### config.mk
export PLATFORM = sky130hd
export DESIGN_NAME = serial_vid_receiver
export DESIGN_NICKNAME = d
export VERILOG_FILES = /design/src/logic/svid_pkg.sv /design/src/logic/serial_vid_receiver.sv
export SDC_FILE = /design/constraint.sdc
export NUM_CORES = 1
export LEC_CHECK = 0
export ABC_CLOCK_PERIOD_IN_PS = 2850
export BUFFER_PORTS_ARGS = -buffer_cell sky130_fd_sc_hd__buf_4
export CAP_MARGIN = 20
export CORE_MARGIN = 4
export CORE_UTILIZATION = 27
export CTS_BUF_LIST = sky130_fd_sc_hd__clkbuf_16
export DETAILED_ROUTE_END_ITERATION = 10
export SLEW_MARGIN = 20
export SYNTH_ARGS = -nofsm -noshare
export SYNTH_HDL_FRONTEND = slang
export SYNTH_SLANG_ARGS = --single-unit
### constraint.sdc
create_clock -name clk -period 2.85 [get_ports clk]
set_input_delay 0.285 -clock clk [delete_from_list [all_inputs] [get_ports clk]]
set_output_delay 0.285 -clock clk [all_outputs]
set_load 0.03 [all_outputs]
### src/logic/svid_pkg.sv
// Constants for the serial voltage-identification receiver.
// Assumes a 100 MHz system clock; the link runs far slower.
package svid_pkg;
  // Address byte layout
  localparam logic [2:0] addr_prefix = 3'h6;
  localparam int addr_prefix_hi = 6;
  localparam int addr_prefix_lo = 4;
  localparam int addr_core_bit = 1;
  localparam int addr_nb_bit = 0;
  // Data byte layout
  localparam int data_hint_bit = 7;
  // Codes at or above this turn the selected output off
  localparam logic [6:0] code_off_first = 7'h7c;
  // Target after reset, before any boot latch
  localparam logic [6:0] code_reset = 7'h00;
  // Boot voltages as codes: 1.1 V, 1.0 V, 0.9 V, 0.8 V
  localparam logic [6:0] boot_code_00 = 7'h24;
  localparam logic [6:0] boot_code_01 = 7'h2c;
  localparam logic [6:0] boot_code_10 = 7'h34;
  localparam logic [6:0] boot_code_11 = 7'h3c;
  // Offset strap: 16 levels, code 0 = +50 mV, 6.25 mV a step down
  localparam int offset_top_uv = 50000;
  localparam int offset_step_uv = 6250;
  // Receiver states
  typedef enum logic [4:0] {
    st_idle = 5'b00001,
    st_addr = 5'b00010,
    st_ack_addr = 5'b00100,
    st_data = 5'b01000,
    st_ack_data = 5'b10000
  } rx_state_e;
endpackage

### src/logic/serial_vid_receiver.sv
// Serial voltage-identification slave receiver with boot latch and offsets.
// Assumes the link pins and straps are asynchronous to clk and are
// synchronised here; the link clock is far slower than clk.
`timescale 1ns/100ps
`default_nettype none

// Operation
// The host is the only master; this block only receives and acknowledges.
// A command is start, address, write bit, ack, data byte, ack, stop.
// Address bits 6:4 must be 110b, otherwise the byte is ignored.
// Acknowledge the address only when it is valid.
// Address bit 1 targets core, bit 0 targets northbridge; both allowed.
// Address bit 2 selects an absent plane and moves no output.
// Address bit 3 is reserved and has no function.
// Data bit 7 is the active-low power-save hint.
// Data bits 6:0 are the voltage code for each selected output.
// Code 0 is 1.55 V, each step lowers 12.5 mV, to code 7Bh.
// Codes 7Ch to 7Fh turn off only the selected outputs.
// Acknowledge the data byte when all eight bits arrived.
// New targets are applied only after the stop condition.
// After start-up both outputs hold the latched boot voltage.
// Each output has its own 16-level offset strap, +50 to -43.75 mV.
// Commands are accepted only while host power-ok is high.
// Power-ok low restores boot voltage and ignores the link.
// Enable rising latches the boot voltage from clock and data levels.
// Unacknowledged or unstopped transactions, or no select bits, change nothing.
module serial_vid_receiver
  import svid_pkg::*;
(
  // Clock and reset
  input wire logic clk,
  input wire logic rstn,
  // Link pins, data is open drain
  input wire logic vid_serial_clock,
  input wire logic vid_serial_data_in,
  output logic vid_serial_data_out,
  output logic vid_serial_data_oe,
  // Control pins
  input wire logic enable,
  input wire logic host_power_ok,
  input wire logic [3:0] core_offset_strap,
  input wire logic [3:0] nb_offset_strap,
  // Regulator targets
  output logic [6:0] core_voltage_code,
  output logic core_off,
  output logic [6:0] nb_voltage_code,
  output logic nb_off,
  output logic power_save_hint_n,
  output logic signed [16:0] core_offset_uv,
  output logic signed [16:0] nb_offset_uv,
  output logic core_update,
  output logic nb_update
);

  typedef struct packed {
    logic [1:0] scl_sync, sda_sync, en_sync, pok_sync;
    logic [7:0] prog_sync0, prog_sync1;
    logic scl_d, sda_d, en_d;
    rx_state_e state;
    logic [3:0] bit_cnt;
    logic [7:0] shift, data;
    logic [1:0] sel;
    logic pending, ack_drive;
    logic [6:0] boot_code, core_code, nb_code;
    logic core_off, nb_off, hint_n;
    logic signed [16:0] core_ofs, nb_ofs;
    logic core_upd, nb_upd;
  } state_s;

  state_s q, next_q;
  logic scl, sda, scl_rise, scl_fall;
  logic start_seen, stop_seen, pok;
  logic [6:0] boot_sel;

  // Second synchroniser stage only
  assign scl = q.scl_sync[1];
  assign sda = q.sda_sync[1];
  assign pok = q.pok_sync[1];
  assign scl_rise = scl && !q.scl_d;
  assign scl_fall = !scl && q.scl_d;
  assign start_seen = scl && q.scl_d && q.sda_d && !sda;
  assign stop_seen = scl && q.scl_d && !q.sda_d && sda;

  // Boot voltage from static clock and data levels
  always_comb begin
    case ({scl, sda})
      2'b00: boot_sel = boot_code_00;
      2'b01: boot_sel = boot_code_01;
      2'b10: boot_sel = boot_code_10;
      default: boot_sel = boot_code_11;
    endcase
  end

  // Next-state logic
  always_comb begin
    next_q = q;
    next_q.scl_sync = {q.scl_sync[0], vid_serial_clock};
    next_q.sda_sync = {q.sda_sync[0], vid_serial_data_in};
    next_q.en_sync = {q.en_sync[0], enable};
    next_q.pok_sync = {q.pok_sync[0], host_power_ok};
    next_q.prog_sync0 = {core_offset_strap, nb_offset_strap};
    next_q.prog_sync1 = q.prog_sync0;
    next_q.scl_d = scl;
    next_q.sda_d = sda;
    next_q.en_d = q.en_sync[1];
    next_q.core_upd = 1'b0;
    next_q.nb_upd = 1'b0;
    // Offset levels, each output from its own strap
    next_q.core_ofs = 17'(offset_top_uv - offset_step_uv * int'(q.prog_sync1[7:4]));
    next_q.nb_ofs = 17'(offset_top_uv - offset_step_uv * int'(q.prog_sync1[3:0]));
    if (q.en_sync[1] && !q.en_d) begin
      // Latch boot code and start both outputs there
      next_q.boot_code = boot_sel;
      next_q.core_code = boot_sel;
      next_q.nb_code = boot_sel;
      next_q.core_off = 1'b0;
      next_q.nb_off = 1'b0;
      next_q.hint_n = 1'b1;
      next_q.core_upd = 1'b1;
      next_q.nb_upd = 1'b1;
    end
    if (!pok || !q.en_sync[1]) begin
      // Link ignored; restore boot target on power-ok loss
      next_q.state = st_idle;
      next_q.pending = 1'b0;
      next_q.ack_drive = 1'b0;
      if (q.en_sync[1] && q.en_d && (q.core_code != q.boot_code || q.nb_code != q.boot_code
          || q.core_off || q.nb_off)) begin
        next_q.core_code = q.boot_code;
        next_q.nb_code = q.boot_code;
        next_q.core_off = 1'b0;
        next_q.nb_off = 1'b0;
        next_q.core_upd = 1'b1;
        next_q.nb_upd = 1'b1;
      end
    end else if (start_seen) begin
      // Start or repeated start discards any unfinished command
      next_q.state = st_addr;
      next_q.bit_cnt = 4'h0;
      next_q.pending = 1'b0;
      next_q.ack_drive = 1'b0;
    end else if (stop_seen) begin
      // Apply only on stop after a fully acknowledged command
      if (q.pending) begin
        if (q.sel[1]) begin
          next_q.core_code = q.data[6:0];
          next_q.core_off = (q.data[6:0] >= code_off_first);
          next_q.core_upd = 1'b1;
        end
        if (q.sel[0]) begin
          next_q.nb_code = q.data[6:0];
          next_q.nb_off = (q.data[6:0] >= code_off_first);
          next_q.nb_upd = 1'b1;
        end
        // A command with no output selected leaves the hint alone too
        if (q.sel != 2'b00) next_q.hint_n = q.data[data_hint_bit];
      end
      next_q.state = st_idle;
      next_q.pending = 1'b0;
      next_q.ack_drive = 1'b0;
    end else begin
      case (q.state)
        st_idle: begin
          next_q.ack_drive = 1'b0;
        end
        st_addr, st_data: begin
          if (scl_rise) begin
            next_q.shift = {q.shift[6:0], sda};
            next_q.bit_cnt = q.bit_cnt + 4'h1;
          end
          if (scl_fall && q.bit_cnt == 4'h8) begin
            next_q.bit_cnt = 4'h0;
            if (q.state == st_addr) begin
              // Prefix and write bit checked; bits 3 and 2 ignored
              if (q.shift[7:5] == addr_prefix && !q.shift[0]) begin
                next_q.sel = {q.shift[addr_core_bit + 1], q.shift[addr_nb_bit + 1]};
                next_q.ack_drive = 1'b1;
                next_q.state = st_ack_addr;
              end else begin
                next_q.state = st_idle;
              end
            end else begin
              next_q.data = q.shift;
              next_q.ack_drive = 1'b1;
              next_q.state = st_ack_data;
            end
          end
        end
        st_ack_addr: begin
          if (scl_fall) begin
            next_q.ack_drive = 1'b0;
            next_q.state = st_data;
          end
        end
        st_ack_data: begin
          if (scl_fall) begin
            next_q.ack_drive = 1'b0;
            next_q.pending = 1'b1;
            next_q.state = st_idle;
          end
        end
        default: begin
          next_q.state = st_idle;
        end
      endcase
    end
  end

  // State register
  always_ff @(posedge clk or negedge rstn) begin
    if (!rstn) begin
      q <= '0;
      q.scl_sync <= 2'b11;
      q.sda_sync <= 2'b11;
      q.scl_d <= 1'b1;
      q.sda_d <= 1'b1;
      q.state <= st_idle;
      q.boot_code <= code_reset;
      q.core_code <= code_reset;
      q.nb_code <= code_reset;
      q.hint_n <= 1'b1;
    end else begin
      q <= next_q;
    end
  end

  // Outputs; slave only pulls data low to acknowledge
  assign vid_serial_data_out = 1'b0;
  assign vid_serial_data_oe = q.ack_drive;
  assign core_voltage_code = q.core_code;
  assign nb_voltage_code = q.nb_code;
  assign core_off = q.core_off;
  assign nb_off = q.nb_off;
  assign power_save_hint_n = q.hint_n;
  assign core_offset_uv = q.core_ofs;
  assign nb_offset_uv = q.nb_ofs;
  assign core_update = q.core_upd;
  assign nb_update = q.nb_upd;
endmodule

`default_nettype wire

==> reports/qor.csv <==
metric,value,unit
dr.first_iter.drc_count,265,
ios,69,
htreeDepth,3,
tns,-390,ps
grt_max_degree,55,
grt-ovfl-total,0,
maxCapViolCount,0,
slew_headroom,58.7,%
rsz0062_at_grt,true,
synth.largest_area_cell,dfrtp_1,
fin_crit_sh,105,%
ant_nets,0,
root_buffer,clkbuf_16,
finClkSkew,8.38,ps
final_cells,974,
vias,4540,
crit_type,reg2reg,
start_util,27.8,%
antennaDiodeCount,0,
synth_edf_count,0,
whs,37.5,ps
drtPass1Iterations,5,
violations,negative setup slack,
finalCriticalPeriod,2990,ps
end_kind,flop,
place_ws,-154,ps
fmax,334,MHz
ys_seq_area_share,45.0,%
slowest_delay,460,ps
coreArea,22100,sq um
crit_arrival,3270,ps
synth_seq_cells,110,
postLayoutCellArea,8160,sq um
synth.area.top_cells,"dfrtp_1 42%, ha_1 8.4%, buf_4 6.0%",
vdd_drop_max,0.286,mV
clk_pin_slew,80,ps
synth_cell_types,71,
p_per_area,609,nW/um^2
fp.dieW,159,um
routabilityCongestion,0.808,
setup_slack,-143,ps
drive_above_1_share,41.5,%
drc_errors,0,
async_reset_ff_share,100,%
clock_latency,350,ps
hpwlAfterDp,10000,um
status,finished with violations,
cts_tree,done,
cts_sinks,110,
cp_max_fo,4,
syn_area,6140,sq um
drt-wirelength-per-cell,14.2,um
nets,744,
synth_flop_cell,dfrtp_1,
viasPerCell,4.66,
crit_path_start_kind,flop,
die_h,159,um
rows,54,
critical_path_required,3130,ps
dpl_cell_area,7270,sq um
antenna_found_initial,0,
routed_wl,13800,um
cts_buffers,9,
nFillCells,2141,
syn_to_final_growth,32.8,%
slew_violations,0,
syn_inst,580,
die-area,25200,sq um
final-setup-viol-count,7,
post-place-cells,943,
crit_chain,"ha_4, xor2_1, ha_2, a21o_1, ha_4, nand3_4, a2111oi_4, buf_4, o21ai_2, xor2_1, buf_4, nand3b_4, a41o_1, nor3_2",
grt_first_pass_wirelength,23300,um
syn_avg_cell_area,10.6,sq um
yosys.area.top_type_share,41.6,%
clock_path_buffers,2,
hp-class,in2reg,
multi_input_area,3460,sq um
seqCellArea,2770,sq um
ys_warn_count,0,
port_buffers,65,
p_leak,3.62,nW
finalHoldViolCount,0,
grt_usage,11.1,%
r2r_slack,-140,ps
grt_pass1_vias,4594,
tightest_slew,612,ps
cp_slowest_cell,a2111oi_4,
[sequential cells by signal (all words and copies together), names as in the netlist, 7 cells and up]
register	flops
next_q	15
nb_offset_uv	16
q	42
core_voltage_code	7
core_offset_uv	16
nb_voltage_code	7
[cell usage in the layout, fill, tap and decap left out, types with 7 or more instances in the layout]
cell type / Yosys / layout
buf_4: 49 / 148
dfrtp_1: 102 / 100
nand2_1: 44 / 41
nor2_1: 30 / 29
xnor2_1: 30 / 27
ha_1: 41 / 25
mux2_2: 21 / 20
inv_1: 18 / 19
nand3_1: 17 / 15
a21oi_1: 19 / 13
o21ai_0: 19 / 13
xor2_1: 18 / 12
ha_4: 0 / 11
a31oi_1: 11 / 9
or2_2: 10 / 9
clkbuf_16: 0 / 9
nor3_1: 9 / 8
dfstp_2: 8 / 8
a21o_1: 7 / 7
buf_6: 0 / 7
[synth_stat cells, types with 3 or more instances]
cell and n:
a211oi_1 4, a21o_1 7, a21oi_1 19, a221oi_1 3
a22o_1 6, a31oi_1 11, a41oi_1 4, and2_1 6
and3_1 3, and4_1 3, buf_2 4, buf_4 49
clkbuf_1 8, dfrtp_1 102, dfstp_2 8, ha_1 41
inv_1 18, mux2_2 21, nand2_1 44, nand2b_1 6
nand3_1 17, nor2_1 30, nor2b_1 7, nor3_1 9
nor3_2 4, nor4_1 6, o21a_1 3, o21ai_0 19
o21bai_1 3, o31ai_1 4, o41ai_1 3, or2_2 10
or3_1 5, xnor2_1 30, xor2_1 18
[kinds of logic after synthesis]
group                    after synthesis  synth area share (%)
AND/OR/NAND/NOR                      166                  14.5
buffers and inverters                 79                  7.91
flip-flops                           110                  45.0
adder cells (fa/ha/maj)               41                  8.35
other                                  1                0.0611
AO/OA/AOI/OAI                        113                  13.3
multiplexers                          22                  4.01
XOR/XNOR                              48                  6.85
[area by class of cell]
cell class                      instances  share of cell area, %
Inverter                               18                  0.828
Timing Repair Buffer                  157                   15.0
Clock buffer                            9                   2.76
Multi-Input combinational cell        393                   42.4
Tap cell                              280                   4.30
Sequential cell                       110                   33.9
Clock inverter                          7                  0.828
[per-layer routing]
layer,routed length (um),vias to the layer above,track usage (%)
met5,0,-,0
met4,191,0,2.64
met3,585,15,2.95
met2,6860,75,19.0
met1,6170,2224,14.0
li1,-,2226,-
[through the flow]
step	util [%]	total power, mW
6_report	36.9	4.96
3_5_place_dp	32.9	3.53
2_1_floorplan	-	3.05
4_1_cts	35.2	4.88
5_1_grt	36.9	5.26
3_3_place_gp	32.9	3.51
[repair_timing]
action,CTS,global route
endpoints found under the setup margin,11,14
setup buffers,9,7
pin swaps,15,41
endpoints found under the hold margin,18,0
gates resized for setup,21,66
hold buffers,1,0
[worst max-delay path, delay by kind of cell (launching register included)]
family / cells / cell delay, ps
adder cells (fa/ha/maj): 3 / 640
buffers and inverters: 2 / 350
flip-flops: 1 / 440
XOR/XNOR: 2 / 300
AND/OR/NAND/NOR: 3 / 280
AO/OA/AOI/OAI: 4 / 880
[worst paths after layout]
path,cells after the start,startpoint,to
worst min register to register,0,next_q[94],q[94]
worst max-delay path,14,q[93],nb_offset_uv[16]
min in group asynchronous,2,rstn,q[55]
max in group asynchronous,3,rstn,power_save_hint_n
worst min-delay path,1,vid_serial_data_in,next_q[113]
worst max register to register,14,q[93],nb_offset_uv[16]
[report_power, final]
part	switching (mW)	internal, mW
Sequential	0.0910	1.75
Clock	0.625	0.616
Combinational	1.01	0.878
(Power assumes the default switching activity.)
